## src/pic_defines.svh

```systemverilog
/*
  Named constants for the programmable interval clock: enable and
  status field positions, instruction codes, rates, modes and timing.
  Assumes it is included by bare name from pic_pkg.sv and pic_clock.sv.
*/
`ifndef PIC_DEFINES_SVH
`define PIC_DEFINES_SVH

`define PIC_W 12
`define PIC_ZERO_WORD 12'h000
`define PIC_CNT_MAX 12'hfff
`define PIC_CNT_ONE 12'h001

// enable register fields (documented bit n sits at index 11-n)
`define PIC_EN_OVF_IRQ 11
`define PIC_EN_MODE_HI 10
`define PIC_EN_MODE_LO 9
`define PIC_EN_RATE_HI 8
`define PIC_EN_RATE_LO 6
`define PIC_EN_ADC 5
`define PIC_EN_INHIBIT 4
`define PIC_EN_EVT_OVF 3
`define PIC_EN_EVT_HI 2
`define PIC_EN_EVT_LO 0

// status word fields, event index 0 is channel 1
`define PIC_ST_OVF 11
`define PIC_ST_EVT_HI 2
`define PIC_ST_EVT_LO 0

// low octal digit of the io transfer instruction
`define PIC_OP_CLR_EN 3'h0
`define PIC_OP_SKIP 3'h1
`define PIC_OP_SET_EN 3'h2
`define PIC_OP_AB 3'h3
`define PIC_OP_RD_EN 3'h4
`define PIC_OP_RD_ST 3'h5
`define PIC_OP_BA 3'h6
`define PIC_OP_CA 3'h7

// rate field codes
`define PIC_RATE_STOP_LO 3'h0
`define PIC_RATE_EXT 3'h1
`define PIC_RATE_100HZ 3'h2
`define PIC_RATE_1KHZ 3'h3
`define PIC_RATE_10KHZ 3'h4
`define PIC_RATE_100KHZ 3'h5
`define PIC_RATE_1MHZ 3'h6
`define PIC_RATE_STOP_HI 3'h7

// mode field codes
`define PIC_MODE_FREE 2'h0
`define PIC_MODE_RELOAD 2'h1
`define PIC_MODE_CAPTURE 2'h2
`define PIC_MODE_RESTART 2'h3

// time base and read settling
`define PIC_REF_HZ 20000000
`define PIC_TICK_HZ 1000000
`define PIC_PRESCALE (`PIC_REF_HZ / `PIC_TICK_HZ)
`define PIC_DECADE 10
`define PIC_DECADES 4
`define PIC_CLK_NS 50
`define PIC_SETTLE_NS 300
`define PIC_SETTLE_CYC ((`PIC_SETTLE_NS + `PIC_CLK_NS - 1) / `PIC_CLK_NS)

`endif

```

## src/pic_pkg.sv

```systemverilog
/*
  Types of the programmable interval clock: instruction request,
  instruction answer and the control state.
  Assumes pic_defines.svh is reachable on the include path.
*/
`include "pic_defines.svh"

package pic_pkg;

  typedef struct packed
  {
    logic [2:0] code;
    logic [`PIC_W-1:0] acc;
  } pic_instr_t;

  typedef struct packed
  {
    logic done;
    logic acc_write;
    logic skip;
    logic [`PIC_W-1:0] acc;
  } pic_answer_t;

  typedef enum logic [1:0]
  {
    PIC_IDLE = 2'b01,
    PIC_SETTLE = 2'b10
  } pic_state_t;

endpackage

```

## src/pic_clock.sv

```systemverilog
/*
  Programmable interval clock: 12-bit counter, buffer, enable register,
  status flags, decade time base and the io transfer instruction port.
  Assumes a 20 MHz ref_clk, inputs synchronous to it, and a host that
  issues one instruction at a time and waits for its done pulse.
*/
// Function
// - 12-bit counter, overflow flag, 12-bit buffer
// - decade dividers give 1 MHz to 100 Hz
// - rate field picks stop, external or decade
// - enable bit 0 lets overflow interrupt
// - mode 00 free runs, flag stays set
// - mode 01 reloads counter from buffer on overflow
// - mode 10 enabled event copies counter to buffer
// - mode 11 event copies then restarts from zero
// - skip when any enabled condition holds
// - accumulator to buffer, buffer to counter
// - clear enable bits where accumulator is one
// - set enable bits where accumulator is one
// - return enable register to accumulator
// - or status in, clear reported bits
// - overflow bit 0, events at bits 9-11
// - enable bits 9-11 enable channels 3-1
// - clear accumulator, load buffer into it
// - capture counter to buffer, then to accumulator
// - counter read waits 300 ns after pulse
// - inhibit bit stops counting
// - overflow may emit converter start pulse
// - events may also interrupt and set overflow
`timescale 1ns/100ps
`default_nettype none
`include "pic_defines.svh"

module pic_clock
  import pic_pkg::*;
(
  // clock and system clear
  input wire logic ref_clk,
  input wire logic rst,
  // instruction port
  input wire logic instr_valid,
  input wire pic_instr_t instr,
  output var pic_answer_t answer,
  output logic busy,
  // outside world
  input wire logic ext_count_in,
  input wire logic [2:0] event_in,
  output logic irq,
  output logic adc_start
);

  // --------------------------------------------------------------
  // functions
  // --------------------------------------------------------------
  function automatic logic rate_pulse(input logic [2:0] rate,
                                      input logic [4:0] ticks,
                                      input logic ext);
    case (rate)
      `PIC_RATE_EXT: rate_pulse = ext;
      `PIC_RATE_1MHZ: rate_pulse = ticks[0];
      `PIC_RATE_100KHZ: rate_pulse = ticks[1];
      `PIC_RATE_10KHZ: rate_pulse = ticks[2];
      `PIC_RATE_1KHZ: rate_pulse = ticks[3];
      `PIC_RATE_100HZ: rate_pulse = ticks[4];
      default: rate_pulse = 1'b0;
    endcase
  endfunction
  function automatic logic skip_cond(input logic [`PIC_W-1:0] en,
                                     input logic [`PIC_W-1:0] st);
    return (|(en[`PIC_EN_EVT_HI:`PIC_EN_EVT_LO] &
              st[`PIC_ST_EVT_HI:`PIC_ST_EVT_LO])) |
           (en[`PIC_EN_OVF_IRQ] & st[`PIC_ST_OVF]);
  endfunction

  // --------------------------------------------------------------
  // storage
  // --------------------------------------------------------------
  logic [`PIC_W-1:0] en_q;
  logic [`PIC_W-1:0] buf_q;
  logic [`PIC_W-1:0] cnt_q;
  logic [`PIC_W-1:0] st_q;
  logic [4:0] pre_q;
  logic [3:0] dec_q [`PIC_DECADES];
  logic [2:0] settle_q;
  logic ext_prev_q;
  logic [2:0] ev_prev_q;
  pic_state_t state_q;

  // --------------------------------------------------------------
  // decoded controls
  // --------------------------------------------------------------
  logic accept;
  logic [1:0] mode;
  logic [4:0] ticks;
  logic cnt_pulse;
  logic wrap;
  logic [2:0] ev_rise;
  logic [2:0] ev_on;
  logic ev_any;
  logic settled;
  logic ca_fire;
  logic op_ab;
  logic [`PIC_W-1:0] st_set;
  logic [`PIC_W-1:0] st_clr;
  logic [`PIC_W-1:0] acc_or_st;

  assign accept = instr_valid & (state_q == PIC_IDLE);
  assign op_ab = accept & (instr.code == `PIC_OP_AB);
  assign mode = en_q[`PIC_EN_MODE_HI:`PIC_EN_MODE_LO];
  // prescaler tick, then a decade chain
  always_comb
  begin
    ticks[0] = (pre_q == 5'(`PIC_PRESCALE - 1));
    for (int i = 0; i < `PIC_DECADES; i++)
    begin
      ticks[i+1] = ticks[i] & (dec_q[i] == 4'(`PIC_DECADE - 1));
    end
  end
  // count pulse, gated by the inhibit bit
  assign cnt_pulse =
    rate_pulse(en_q[`PIC_EN_RATE_HI:`PIC_EN_RATE_LO], ticks,
               ext_count_in & ~ext_prev_q)
    & ~en_q[`PIC_EN_INHIBIT];
  // the msb falls exactly when all ones step to zero
  assign wrap = cnt_pulse & (cnt_q == `PIC_CNT_MAX);
  assign ev_rise = event_in & ~ev_prev_q;
  assign ev_on = ev_rise & en_q[`PIC_EN_EVT_HI:`PIC_EN_EVT_LO];
  assign ev_any = |ev_on;
  // settle window is counted from the last count pulse
  assign settled = (settle_q >= 3'(`PIC_SETTLE_CYC)) & ~cnt_pulse;
  assign ca_fire = (state_q == PIC_SETTLE) & settled;
  always_comb
  begin
    st_set = `PIC_ZERO_WORD;
    st_set[`PIC_ST_EVT_HI:`PIC_ST_EVT_LO] = ev_rise;
    st_set[`PIC_ST_OVF] = wrap |
      (en_q[`PIC_EN_EVT_OVF] & ev_any);
  end
  assign acc_or_st = instr.acc | st_q;
  assign st_clr = (accept & (instr.code == `PIC_OP_RD_ST)) ?
                  acc_or_st : `PIC_ZERO_WORD;

  // --------------------------------------------------------------
  // time base
  // --------------------------------------------------------------
  always_ff @(posedge ref_clk or posedge rst)
  begin
    if (rst)
    begin
      pre_q <= 5'h00;
    end
    else
    begin
      pre_q <= ticks[0] ? 5'h00 : pre_q + 5'h01;
    end
  end
  always_ff @(posedge ref_clk or posedge rst)
  begin
    if (rst)
    begin
      dec_q <= '{default: 4'h0};
    end
    else
    begin
      for (int i = 0; i < `PIC_DECADES; i++)
      begin
        if (ticks[i+1])
        begin
          dec_q[i] <= 4'h0;
        end
        else if (ticks[i])
        begin
          dec_q[i] <= dec_q[i] + 4'h1;
        end
      end
    end
  end

  // --------------------------------------------------------------
  // input edge detection and read settling
  // --------------------------------------------------------------
  always_ff @(posedge ref_clk or posedge rst)
  begin
    if (rst)
    begin
      ext_prev_q <= 1'b0;
      ev_prev_q <= 3'h0;
    end
    else
    begin
      ext_prev_q <= ext_count_in;
      ev_prev_q <= event_in;
    end
  end

  always_ff @(posedge ref_clk or posedge rst)
  begin
    if (rst)
    begin
      settle_q <= 3'(`PIC_SETTLE_CYC);
    end
    else if (cnt_pulse)
    begin
      settle_q <= 3'h0;
    end
    else if (settle_q < 3'(`PIC_SETTLE_CYC))
    begin
      settle_q <= settle_q + 3'h1;
    end
  end

  // --------------------------------------------------------------
  // counter
  // --------------------------------------------------------------
  // a preset beats a restart, which beats a count on the same edge
  always_ff @(posedge ref_clk or posedge rst)
  begin
    if (rst)
    begin
      cnt_q <= `PIC_ZERO_WORD;
    end
    else if (op_ab)
    begin
      cnt_q <= instr.acc;
    end
    else if ((mode == `PIC_MODE_RESTART) && ev_any)
    begin
      cnt_q <= `PIC_ZERO_WORD;
    end
    else if (wrap)
    begin
      cnt_q <= (mode == `PIC_MODE_RELOAD) ? buf_q :
               `PIC_ZERO_WORD;
    end
    else if (cnt_pulse)
    begin
      cnt_q <= cnt_q + `PIC_CNT_ONE;
    end
  end

  // --------------------------------------------------------------
  // buffer
  // --------------------------------------------------------------
  always_ff @(posedge ref_clk or posedge rst)
  begin
    if (rst)
    begin
      buf_q <= `PIC_ZERO_WORD;
    end
    else if (op_ab)
    begin
      buf_q <= instr.acc;
    end
    else if (ca_fire)
    begin
      buf_q <= cnt_q;
    end
    else if (ev_any && (mode == `PIC_MODE_CAPTURE ||
                        mode == `PIC_MODE_RESTART))
    begin
      buf_q <= cnt_q;
    end
  end

  // --------------------------------------------------------------
  // enable register
  // --------------------------------------------------------------
  always_ff @(posedge ref_clk or posedge rst)
  begin
    if (rst)
    begin
      en_q <= `PIC_ZERO_WORD;
    end
    else if (accept && instr.code == `PIC_OP_CLR_EN)
    begin
      en_q <= en_q & ~instr.acc;
    end
    else if (accept && instr.code == `PIC_OP_SET_EN)
    begin
      en_q <= en_q | instr.acc;
    end
  end

  // --------------------------------------------------------------
  // status flags
  // --------------------------------------------------------------
  // a new event in the clearing cycle survives the read
  always_ff @(posedge ref_clk or posedge rst)
  begin
    if (rst)
    begin
      st_q <= `PIC_ZERO_WORD;
    end
    else
    begin
      st_q <= (st_q & ~st_clr) | st_set;
    end
  end

  // --------------------------------------------------------------
  // instruction sequencing
  // --------------------------------------------------------------
  always_ff @(posedge ref_clk or posedge rst)
  begin
    if (rst)
    begin
      state_q <= PIC_IDLE;
      busy <= 1'b0;
    end
    else
    begin
      case (state_q)
        PIC_IDLE:
        begin
          if (accept && instr.code == `PIC_OP_CA)
          begin
            state_q <= PIC_SETTLE;
            busy <= 1'b1;
          end
        end
        PIC_SETTLE:
        begin
          if (ca_fire)
          begin
            state_q <= PIC_IDLE;
            busy <= 1'b0;
          end
        end
        default:
        begin
          state_q <= PIC_IDLE;
          busy <= 1'b0;
        end
      endcase
    end
  end

  // --------------------------------------------------------------
  // answer to the host
  // --------------------------------------------------------------
  always_ff @(posedge ref_clk or posedge rst)
  begin
    if (rst)
    begin
      answer <= '0;
    end
    else if (ca_fire)
    begin
      answer <= '{done: 1'b1, acc_write: 1'b1,
                  skip: 1'b0, acc: cnt_q};
    end
    else if (accept && instr.code != `PIC_OP_CA)
    begin
      answer.done <= 1'b1;
      answer.skip <= 1'b0;
      answer.acc_write <= 1'b1;
      answer.acc <= instr.acc;
      case (instr.code)
        `PIC_OP_SKIP:
        begin
          answer.acc_write <= 1'b0;
          answer.skip <= skip_cond(en_q, st_q);
        end
        `PIC_OP_RD_EN: answer.acc <= en_q;
        `PIC_OP_RD_ST: answer.acc <= acc_or_st;
        `PIC_OP_BA: answer.acc <= buf_q;
        default: answer.acc_write <= 1'b0;
      endcase
    end
    else
    begin
      answer.done <= 1'b0;
      answer.acc_write <= 1'b0;
      answer.skip <= 1'b0;
    end
  end

  // --------------------------------------------------------------
  // interrupt and converter start
  // --------------------------------------------------------------
  always_ff @(posedge ref_clk or posedge rst)
  begin
    if (rst)
    begin
      irq <= 1'b0;
      adc_start <= 1'b0;
    end
    else
    begin
      irq <= skip_cond(en_q, st_q);
      adc_start <= wrap & en_q[`PIC_EN_ADC];
    end
  end

endmodule
`default_nettype wire

```

## config.mk

```make
export PLATFORM = sky130hd
export DESIGN_NAME = pic_clock
export DESIGN_NICKNAME = d
export VERILOG_FILES = /design/src/pic_pkg.sv /design/src/pic_clock.sv
export VERILOG_INCLUDE_DIRS = /design/src
export SDC_FILE = /design/constraint.sdc
export NUM_CORES = 1
export LEC_CHECK = 0
export BUFFER_PORTS_ARGS = -buffer_cell sky130_fd_sc_hd__buf_4
export CAP_MARGIN = 20
export CORE_MARGIN = 2
export CORE_UTILIZATION = 50
export DETAILED_ROUTE_END_ITERATION = 10
export PLACE_DENSITY = 0.68
export SETUP_SLACK_MARGIN = 0.2
export SYNTH_ARGS = -nofsm -noshare
export SYNTH_HDL_FRONTEND = slang
export SYNTH_SLANG_ARGS = --single-unit
export TNS_END_PERCENT = 30
```

## constraint.sdc

```tcl
create_clock -name ref_clk -period 3.5 [get_ports ref_clk]
set_clock_uncertainty 0.05 [all_clocks]
set_input_delay 0.7 -clock ref_clk [delete_from_list [all_inputs] [get_ports ref_clk]]
set_output_delay 0.7 -clock ref_clk [all_outputs]
set_load 0.005 [all_outputs]
```

# After elaboration in Yosys (flattened, before gate mapping)
# Cells that the tools add are included.
word_totals:
  reg_bits: 96
  in_bits: 22
  word_cells: 143
classes:
  n_addsub: 7
  magnitude_cmp: 2
  eq_ne: 27
  muxes: 35
  bitwise_logic: 31
  n_reduce_logical: 21
op_table:
  columns: ["cell", "count"]
  rows:
  - ["2-to-1 mux 12 bit", 12]
  - ["bitwise OR 12 bit", 3]
  - ["case mux 12 bit (3 select lines)", 1]
  - ["2-to-1 mux 4 bit", 8]
  - ["AND 12 bit", 2]
  - ["inverter 12 bit", 2]
  - ["equality test 3 bit, second input constant", 7]
  - ["adder 4 x 1 -> 4 bit, second input constant", 4]
  - ["equality test 4 bit, second input constant", 4]
  - ["AND 1 bit", 15]
  - ["2-to-1 mux 15 bit", 1]
  - ["nonzero test 2 bit", 7]
  - ["adder 12 x 1 -> 12 bit, second input constant", 1]
  - ["equality test 12 bit, second input constant", 1]
  - ["equality test 3 x 2 -> 1 bit, second input constant", 4]
  - ["AND 3 bit", 3]
  - ["2-to-1 mux 3 bit", 3]
  - ["OR reduction 3 bit", 3]
  - ["equality test 2 bit, second input constant", 3]
  - ["equality test 3 x 1 -> 1 bit, second input constant", 2]
  - ["logical AND 1 bit", 6]
  - ["case mux 1 bit (6 select lines)", 1]
  - ["adder 5 x 1 -> 5 bit, second input constant", 1]
  - ["equality test 5 bit, second input constant", 1]
  - ["other kinds (20)", 28]

# Logic depth before layout (Yosys ltp)
# Gate-level depths: netlist (run 1).
logic_depth:
  ltp_word: 12
  mapped_depth: 10
  depth_no_buf: 8

# Worst setup path after synthesis (run 1)
# Ideal clock, no wire load.
synth_timing:
  path_kind: "input-to-reg"
  start: "input instr[13] (netlist bit)"
  end: "register cnt_q[9]"
  t_arrival_ps: 1973
  required_ps: 3311
  slack_ps: 1338
  stages: 7
  cell_sequence: "buf_2 nand2_1 nor3_2 a31oi_1 o21ai_2 buf_4 a41oi_1"
synth_via:
  elab_chain_len: 3
  word_cells_on_any_way: 4
synth_rtl:
  columns: ["item", "line", "source"]
  rows:
  - ["start, declared", "pic_clock.sv:42", "input wire pic_instr_t instr,"]
  - ["equality test 3 x 2 -> 1 bit (no source line) *", null, null]
  - ["AND 1 bit *", "pic_clock.sv:108", "assign op_ab = accept & (instr.code == `PIC_OP_AB);"]
  - ["nonzero test 4 bit (no source line) or 2-to-1 mux 12 bit (tied branches)", null, null]
  - ["end signal, assigned", "pic_clock.sv:220", "cnt_q <= `PIC_ZERO_WORD;"]
  - ["end signal, assigned", "pic_clock.sv:224", "cnt_q <= instr.acc;"]
  - ["end signal, assigned", "pic_clock.sv:228", "cnt_q <= `PIC_ZERO_WORD;"]
  - ["end, declared", "pic_clock.sv:80", "logic [`PIC_W-1:0] cnt_q;"]
# Mark *: on every way between the ends. The rest lies on a longest branch, timed or not.
# A chain may end at the register's enable or synchronous reset.

# Worst setup path in the final report (run 1)
layout_timing:
  start: "register dec_q[13] (netlist bit)"
  end: "register buf_q[8]"
layout_via:
  elab_chain_len: 12
  word_cells_on_any_way: 13
layout_rtl:
  columns: ["item", "line", "source"]
  rows:
  - ["start, declared", "pic_clock.sv:83", "logic [3:0] dec_q [`PIC_DECADES];"]
  - ["start signal, assigned by index", "pic_clock.sv:173", "dec_q[i] <= dec_q[i] + 4'h1;"]
  - ["equality test 4 bit *", "pic_clock.sv:116", "ticks[i+1] = ticks[i] & (dec_q[i] == 4'(`PIC_DECADE - 1));"]
  - ["AND 1 bit *", "pic_clock.sv:116", null]
  - ["AND 1 bit (3 in a row)", "pic_clock.sv:116", null]
  - ["case mux 1 bit (6 select lines) *", "pic_clock.sv:58", "case (rate)"]
  - ["AND 1 bit *", "pic_clock.sv:121", "rate_pulse(en_q[`PIC_EN_RATE_HI:`PIC_EN_RATE_LO], ticks,"]
  - ["inverter 1 bit *", "pic_clock.sv:130", "assign settled = (settle_q >= 3'(`PIC_SETTLE_CYC)) & ~cnt_pulse;"]
  - ["AND 1 bit *", "pic_clock.sv:130", null]
  - ["AND 1 bit *", "pic_clock.sv:131", "assign ca_fire = (state_q == PIC_SETTLE) & settled;"]
  - ["2-to-1 mux 12 bit", "pic_clock.sv:254", "else if (ca_fire)"]
  - ["2-to-1 mux 12 bit", "pic_clock.sv:250", "else if (op_ab)"]
  - ["end signal, assigned", "pic_clock.sv:248", "buf_q <= `PIC_ZERO_WORD;"]
  - ["end signal, assigned", "pic_clock.sv:252", "buf_q <= instr.acc;"]
  - ["end signal, assigned", "pic_clock.sv:256", "buf_q <= cnt_q;"]
  - ["end, declared", "pic_clock.sv:79", "logic [`PIC_W-1:0] buf_q;"]
# Marks and branches as above.

==> results by group, run 1 <==
Worst setup path
  – CP peak stage delay: roughly 700 ps
  – Crit path kind: reg -> reg
  – Startpoint types: register
  – Req. time, crit path: roughly 3700 ps
  – Critical Path AT: 2840 ps
  – CP endpoint kind: register
  – Max stage delay cell, worst path: nor3_4
  – Top cell family by delay on the critical path: simple AND/OR/NAND/NOR gates
  – Buf/Inv on CP: 2
  – Worst path cell trace: inv_1 > ha_1 > nand3b_1 > nor3_2 > buf_4 > a211oi_2 > nor3_4 > mux2i_1 > o21ai_1
  – Worst-path fanout max: 12

Cells and area
  – Utilization after layout: 0.5796
  – ANT cells: 0
  – Layout cells sized above 1: 0.1893
  – P&R area growth vs syn: 12.25%
  – Final nets: around 570
  – Final cell count without fillers: just under 700

Hold path
  – Hold Path Class: in -> async

Clock network
  – CTS Buf Count: 9
  – Bufs on Longest Clock Path: 2
  – Hold-fix buffers at CTS: 0
  – Clk slew on worst S/H paths: approximately 90 ps
  – CTS resizes: 0
  – Clock Tree Root: clkbuf_8
  – CTS tree: yes
  – Clk sinks: 95
  – Later-pin clock latency in the skew report: about 370 ps
  – Post-CTS setup buffer count: 0
  – CTS H-tree lvls: 3

Floorplanning
  – CORE AREA: ~0.01 sq mm
  – Die Outline Area: 0.01091 sq mm
  – Starting density of the core: 0.5164
  – Die Y: roughly 100 um
  – I/O pin count: 40
  – Placement Rows: 36
  – Die width: ~100 um

STA
  – FMAX: around 380 MHz
  – Min Hold Slack: 372.4 ps
  – Final Hold Fails: 0
  – Worst-Margin Slew: about 840 ps
  – Setup TNS Final: 0 ps
  – Setup Viol. Count Final: 0
  – Slew headroom: 0.4374
  – Period minus WS final: around 2600 ps
  – Max-slew violation count: 0
  – RSZ-0062 raised after global routing: false
  – Period utilization: 0.7550

Synth
  – Yosys Warn Count: 0
  – Yosys reg bits: 95
  – Synth area leader: dfrtp_1
  – Top-area cell type share of the netlist area: 0.4561
  – Sequential-to-total area share from yosys stat: 0.4717
  – Async set or reset register ratio after synthesis: 1.000
  – Most frequent cell after synthesis: dfrtp_1
  – Average size of a mapped cell: between 9 and 10 sq um
  – Area contributors post-synth: dfrtp_1, nor2_1, nand2_1
  – Post-synth EDFFs: 0
  – Mapped Area: roughly 0.0050 sq mm
  – Syn Inst Count: 508
  – Syn_nets: 542
  – Yosys cell types: 64
  – Commonest cells post-synth: dfrtp_1, nor2_1, nand2_1
  – Ys flop type: dfrtp_1

Power and ir drop
  – Leakage: 2.501 nW
  – PwrDens: roughly 570 mW/mm^2
  – Max IR drop VDD: 0.3107 mV

Placement
  – I/O Buffers: 39
  – Placed insts: 661
  – Routability cong.: slightly below 0.9
  – HPWL after DPL: between 8000 and 9000 um

Detailed routing
  – Via count: 3,963
  – WL met1: between 5000 and 6000 um
  – Top layer in use: met4
  – Drt total wl: between 10,000 and 15,000 um
  – Vias per inst: between 5 and 6
  – Final ANT Viol Nets: 0
  – Wire per inst: 17.51 um
  – Detailed Route Iter0 Violations: between 200 and 300
  – Met3 wire len: 612 um
  – Initial DRT Pass Iterations: 4
  – Routed length on met2: between 5000 and 6000 um
  – DRC violations left: 0

Outcome
  – Status: complete, no violations

Global route
  – First-pass GRT wire length: between 15,000 and 20,000 um
  – Global route overflow: 0
  – GR Util All Layers: 0.2308
  – Number of antenna violations at the first check in global routing: 0
  – Vias in the first global route: ~3,900
  – Largest net degree at the start of global routing: 96

Flow run
  – MaxCap Viol Count: 0
area by class of cell:
type,instances,area [sq um]
Multi-Input combinational cell,373,2481
Tap cell,133,166.4
Clock inverter,3,65.06
Inverter,14,55.05
Clock buffer,13,158.9
Fill cell,856,4109
Sequential cell,95,2381
Timing Repair Buffer,46,357.8
cells in the final DEF (no fill, tap or decap), types with 5 or more instances in the layout:
master,count
nor2_1,56
ha_1,12
nand3b_1,7
nor3_1,5
a211oi_1,12
clkbuf_8,11
dfrtp_1,92
o21ai_1,13
xor2_1,6
o31a_1,12
a21oi_1,28
mux2i_1,15
mux2_2,15
nor2b_1,11
buf_4,45
a31oi_1,7
xnor2_1,8
o21ai_0,21
inv_1,13
a221oi_1,12
nand2_1,49
nand3_1,18
final timing paths:
check	start	end	slack [ps]	cells past startpoint
worst max-delay path	dec_q[13]	buf_q[8]	860	9
min in group ref_clk	ev_prev_q[1]	st_q[1]	390	1
max in group asynchronous	rst	answer[12]	2600	3
worst max register to register	dec_q[13]	buf_q[8]	860	9
worst min-delay path	rst	adc_start	370	3
worst min register to register	ev_prev_q[1]	st_q[1]	390	1
power by group:
| part | leakage (nW) | total, mW | internal, mW | switching [mW] |
|---|---|---|---|---|
| sequential | 1.16 | 1.61 | 1.33 | 0.284 |
| combinational | 1.22 | 0.792 | 0.389 | 0.403 |
| clock | 0.114 | 0.819 | 0.441 | 0.378 |
worst register-to-register path, delay by kind of cell, from the launching register on:
family	cells	cell delay, ps
AO/OA/AOI/OAI	2	190
adder cells (fa/ha/maj)	1	160
buffers and inverters	2	290
flip-flops	1	420
multiplexers	1	300
AND/OR/NAND/NOR	3	1110
cells by family (layout without fill, tap and decap cells):
group,count (synthesis),count (layout),synth area share
compound gates,137,137,0.1909
fa+ha+maj,12,12,0.02975
flops,95,95,0.4717
buf+inv,40,76,0.03669
simple gates,180,180,0.1834
xor+xnor,14,14,0.02429
mux,30,30,0.06321
layer usage:
metal / track usage / vias to the layer above
met2: 0.3716 / 107
met1: 0.3026 / 1930
met4: 0.09459 / 0
met3: 0.04950 / 28
li1: - / 1898
met5: 0 / -
metrics by stage:
step / total power, mW / cell area (sq um) / setup slack [ps]
CTS: 3.241 / 5665 / 849.6
global placement: 2.392 / 5441 / 896.3
finish: 3.224 / 5665 / 857.4
detailed placement: 2.419 / 5441 / 866.7
global route: 3.430 / 5665 / 638.7
floorplan: 2.147 / 5047 / 277.9
(Power assumes the default switching activity.)
==> inputs of run 2 (changes only) <==
==> constraint.sdc (replaced) <==
create_clock -name ref_clk -period 2.5 [get_ports ref_clk]
set_clock_uncertainty 0.05 [all_clocks]
set_input_delay 0.5 -clock ref_clk [delete_from_list [all_inputs] [get_ports ref_clk]]
set_output_delay 0.5 -clock ref_clk [all_outputs]
set_load 0.005 [all_outputs]
==> results by group, run 2 (same netlist as run 1, synthesis figures left out) <==
Power and ir drop
  – Sequential fraction of design power: 0.491
  – Clock network fraction of total power: 0.246
  – Switching share of power: 0.3388
  – Total power: roughly 4.6 mW
  – Design internal power: around 3 mW
  – PwrDens: around 770 mW/mm^2
  – Max IR drop VDD: roughly 0.37 mV
  – Comb power frac: 0.263
  – Sw Pwr: 1.548 mW
  – Leakage: between 2 and 3 nW

Global route
  – Vias in the first global route: 4,058
  – GR Util All Layers: 0.2374
  – Global route overflow: 0
  – Largest net degree at the start of global routing: 96
  – Number of antenna violations at the first check in global routing: 0
  – First-pass GRT wire length: slightly above 20,000 um

Clock network
  – Clk sinks: 95
  – CTS Buf Count: 9
  – Clock Tree Root: clkbuf_8
  – Later-pin clock latency in the skew report: 370 ps
  – Bufs on Longest Clock Path: 2
  – Clk slew on worst S/H paths: ~100 ps
  – CTS H-tree lvls: 3
  – CTS tree: yes
  – Hold-fix buffers at CTS: 0

Placement
  – HPWL after DPL: 8515 um
  – Routability cong.: approximately 0.85
  – I/O Buffers: 39

Flow run
  – MaxCap Viol Count: 0

STA
  – FMAX: 441.9 MHz
  – Max-slew violation count: 0
  – Setup TNS Final: 0 ps
  – Final Hold Fails: 0
  – Slew headroom: 0.4481
  – Setup Viol. Count Final: 0
  – RSZ-0062 raised after global routing: true
  – Period utilization: 0.9052
  – Period minus WS final: between 2000 and 2500 ps
  – Worst-Margin Slew: ~830 ps

Cells and area
  – P&R area growth vs syn: 17.33%
  – Commonest cells after routing, fill and taps aside: dfrtp_1, buf_4, nor2_1
  – Most common cell after layout, fill and taps aside: dfrtp_1
  – ANT cells: 0
  – Layout cells sized above 1: 0.2425
  – Final nets: 594

Floorplanning
  – Placement Rows: 36
  – Die Outline Area: about 0.011 sq mm
  – CORE AREA: ~0.0098 sq mm
  – Die width: approximately 100 um
  – I/O pin count: 40
  – Die Y: approximately 100 um
  – Starting density of the core: 0.5164

Outcome
  – Status: complete, no violations

Worst setup path
  – Startpoint types: register
  – Crit path kind: reg -> reg
  – Req. time, crit path: approximately 2700 ps
  – Critical Path AT: about 2400 ps
  – R2R Setup Slk: roughly 240 ps
  – Worst-path fanout max: 8
  – CP endpoint kind: register

Detailed routing
  – Via count: 4,081
  – Wire per inst: between 15 and 20 um
  – Final ANT Viol Nets: 0
  – DRC violations left: 0
  – Vias per inst: 5.847
  – Detailed Route Iter0 Violations: 214
  – Initial DRT Pass Iterations: 5
  – Drt total wl: about 12,000 um

Hold path
  – Hold Path Class: in -> reg
## run 2: cell types whose count changed in the layout (fill, tap and decap cells not counted), moves of 2 or more
cell        change
dfrtp_1         -3
clkinvlp_4      +2
clkbuf_1        -2
buf_12          +2
dfrtp_2         +3
clkbuf_8        -2
ha_2            +2
buf_4          +18
ha_1            -3
## run 2: worst paths after layout
kind	cells after the start	from	endpoint
setup / recovery	10	dec_q[13]	cnt_q[1]
setup reg to reg	10	dec_q[13]	cnt_q[1]
hold reg to reg	1	ev_prev_q[1]	st_q[1]
max in group asynchronous	3	rst	dec_q[12]
hold / removal	1	ext_count_in	ext_prev_q
min in group asynchronous	3	rst	answer[13]
## run 2: cell type report
type	instances	area, sq um
Timing Repair Buffer	67	544.3
Clock buffer	9	123.9
Fill cell	851	3852
Tap cell	133	166.4
Clock inverter	7	95.09
Multi-Input combinational cell	373	2551
Sequential cell	95	2385
Inverter	14	56.30
## run 2: worst max-delay path, stage by stage, from the launching register on
cell and delay (ps):
dfrtp_1 390, inv_1 80, ha_1 180, nand3b_1 230, o211ai_1 240, buf_4 160, nand2_2 100, nor3b_4 240
buf_4 200, nand3b_1 140, a41oi_2 110
## run 2: repair_timing
item / 4_1_cts / 5_1_grt
endpoints found under the setup margin: 4 / 37
buffers inserted: 1 / 8
pin swaps: 1 / 10
resized for setup: 1 / 18
gates cloned: 0 / 1
## run 2: power groups by stage
stage | Combinational, mW | Sequential (mW) | Clock (mW)
after floorplan | 0.884 | 2.12 | 0
after global placement | 1.12 | 2.25 | 0
after detailed placement | 1.17 | 2.26 | 0
after CTS | 1.18 | 2.23 | 1.14
after global routing | 1.35 | 2.30 | 1.22
final | 1.20 | 2.24 | 1.13
## run 2: layer usage
layer  wire [um]  global-route usage  vias up  part of all wire
li1            -                   -     1942                 -
met1        5419              0.3076     2026              0.43
met2        6319              0.4071       94              0.51
met3         548             0.04637       19             0.044
met4         193             0.06178        0             0.015
met5           0                   0        -                 0
## run 2: metrics by stage
stage,utilization,cells,area (sq um),worst slack [ps],hold slack (ps)
3_3_place_gp,0.5678,672,5550,191.3,373.4
4_1_cts,0.5918,689,5784,183.0,182.1
6_report,0.6059,698,5922,236.9,200.8
5_1_grt,0.6059,698,5922,124.8,178.1
3_5_place_dp,0.5678,672,5550,91.81,383.0
2_1_floorplan,-,508,5051,413.5,365.0
==> inputs of run 3 (changes only) <==
==> constraint.sdc (replaced) <==
create_clock -name ref_clk -period 2.1 [get_ports ref_clk]
set_clock_uncertainty 0.05 [all_clocks]
set_input_delay 0.42 -clock ref_clk [delete_from_list [all_inputs] [get_ports ref_clk]]
set_output_delay 0.42 -clock ref_clk [all_outputs]
set_load 0.005 [all_outputs]
==> results by group, run 3 (same netlist as run 1, synthesis figures left out) <==
Detailed routing
  – Initial DRT Pass Iterations: 5
  – Via count: about 4,400
  – Wire per inst: ~19 um
  – Detailed Route Iter0 Violations: 330
  – DRC violations left: 0
  – Drt total wl: ~14,000 um
  – Final ANT Viol Nets: 0
  – Vias per inst: between 5 and 6

Clock network
  – CTS Buf Count: 9
  – CTS H-tree lvls: 3
  – Clock Tree Root: clkbuf_8
  – CTS tree: yes
  – Clk sinks: 95
  – Clk slew on worst S/H paths: around 100 ps
  – Later-pin clock latency in the skew report: about 380 ps
  – Bufs on Longest Clock Path: 2

Hold path
  – Hold Path Class: in -> async

Placement
  – Post-Place Setup Slack: -182.6 ps
  – Routability cong.: approximately 0.88
  – HPWL after DPL: roughly 9500 um
  – I/O Buffers: 39

Worst setup path
  – Crit path kind: reg -> reg
  – Critical Path AT: between 2000 and 2500 ps
  – Startpoint types: register
  – Beginning of the critical path: dec_q[13]
  – R2r startpoint: dec_q[13]
  – CP endpoint kind: register
  – Req. time, crit path: between 2000 and 2500 ps
  – Worst-path fanout max: 6

STA
  – FMAX: roughly 450 MHz
  – Period minus WS final: 2240 ps
  – Min Hold Slack: between 50 and 60 ps
  – Slew headroom: 0.5945
  – Final worst setup slack: -139.9 ps
  – Worst-Margin Slew: 606.9 ps
  – Final Hold Fails: 0
  – RSZ-0062 raised after global routing: true
  – Max-slew violation count: 0
  – Period utilization: 1.067
  – Setup Viol. Count Final: 25

Power and ir drop
  – Leakage: roughly 3.0 nW
  – Total power: around 6 mW
  – PwrDens: between 900 and 1000 mW/mm^2
  – Max IR drop VDD: 0.6791 mV

Cells and area
  – Final nets: about 650
  – Most common cell after layout, fill and taps aside: buf_4
  – Commonest cells after routing, fill and taps aside: buf_4, dfrtp_1, nand2_1
  – Layout cells sized above 1: 0.3584
  – ANT cells: 0
  – Utilization after layout: 0.6818
  – P&R area growth vs syn: 32.03%

Floorplanning
  – Die Outline Area: approximately 0.011 sq mm
  – I/O pin count: 40
  – Starting density of the core: 0.5164
  – Die Y: 104.5 um
  – CORE AREA: about 0.01 sq mm
  – Die width: ~100 um
  – Placement Rows: 36

Global route
  – Global route overflow: 0
  – Largest net degree at the start of global routing: 41
  – GR Util All Layers: 0.2670
  – Number of antenna violations at the first check in global routing: 0
  – First-pass GRT wire length: 22,890 um
  – Vias in the first global route: ~4,400

Outcome
  – Status: finished with violations
  – Violated checks: setup timing

Flow run
  – MaxCap Viol Count: 0
run 3: changes by cell type in the layout (fill, tap and decap cells not counted), moves of 4 or more:
cell,before,now
buf_4,63,110
nor2_1,55,37
nor2_2,2,10
a21oi_2,1,5
o21ai_0,21,17
buf_6,1,7
nor2_4,1,11
a21oi_1,27,23
run 3: routing by layer:
layer | track usage | vias up | wire length [um] | share of wire
met3 | 0.05827 | 27 | 693 | 0.049
met2 | 0.4496 | 166 | 7207 | 0.51
met1 | 0.3362 | 2175 | 5805 | 0.41
met4 | 0.1014 | 0 | 335 | 0.024
li1 | - | 2054 | - | -
met5 | 0 | - | 0 | 0
run 3: report_power, final:
part | internal, mW | switching [mW]
sequential | 2.22 | 0.427
combinational | 1.01 | 0.983
clock | 0.704 | 0.660
run 3: through the flow:
stage | instance area (sq um) | setup TNS, ps | cells
CTS | 6528 | -460.1 | 754
detailed placement | 5963 | -877.8 | 722
global placement | 5963 | -303.4 | 722
finish | 6664 | -2101 | 758
global route | 6664 | -5630 | 758
floorplan | 5051 | 0 | 508
run 3: repair_timing:
| item | in CTS | in global routing |
|---|---|---|
| endpoints found under the hold margin | 0 | 0 |
| pin swaps | 22 | 10 |
| hold buffers | 0 | 0 |
| buffers inserted | 13 | 4 |
| gates cloned | 3 | 0 |
| gates resized for setup | 40 | 34 |
| setup endpoints to repair | 48 | 48 |
run 3: layout make-up:
cell class	instances	area (sq um)
Sequential cell	95	2381
Clock inverter	5	81.33
Tap cell	133	166.4
Inverter	14	56.30
Timing Repair Buffer	127	1122
Clock buffer	11	141.4
Multi-Input combinational cell	373	2715
Fill cell	773	3110
run 3: worst paths after layout:
| check | end | slack (ps) | cells after the start |
|---|---|---|---|
| max | buf_q[8] | -140 | 11 |
| min | answer[13] | 50 | 2 |
| max reg2reg | buf_q[8] | -140 | 11 |
| min reg2reg | st_q[1] | 400 | 1 |
| max in group asynchronous | answer[3] | 1340 | 3 |
| min in group ref_clk | ext_prev_q | 110 | 1 |
run 3: worst max-delay path: stages (launching register included):
cell and delay (ps):
dfrtp_1 410, inv_2 80, ha_4 130, nand3b_1 160, o211ai_1 320, buf_4 170
a21oi_2 70, nor3_4 190, buf_6 150, buf_16 120, mux2i_1 210, o21ai_1 80
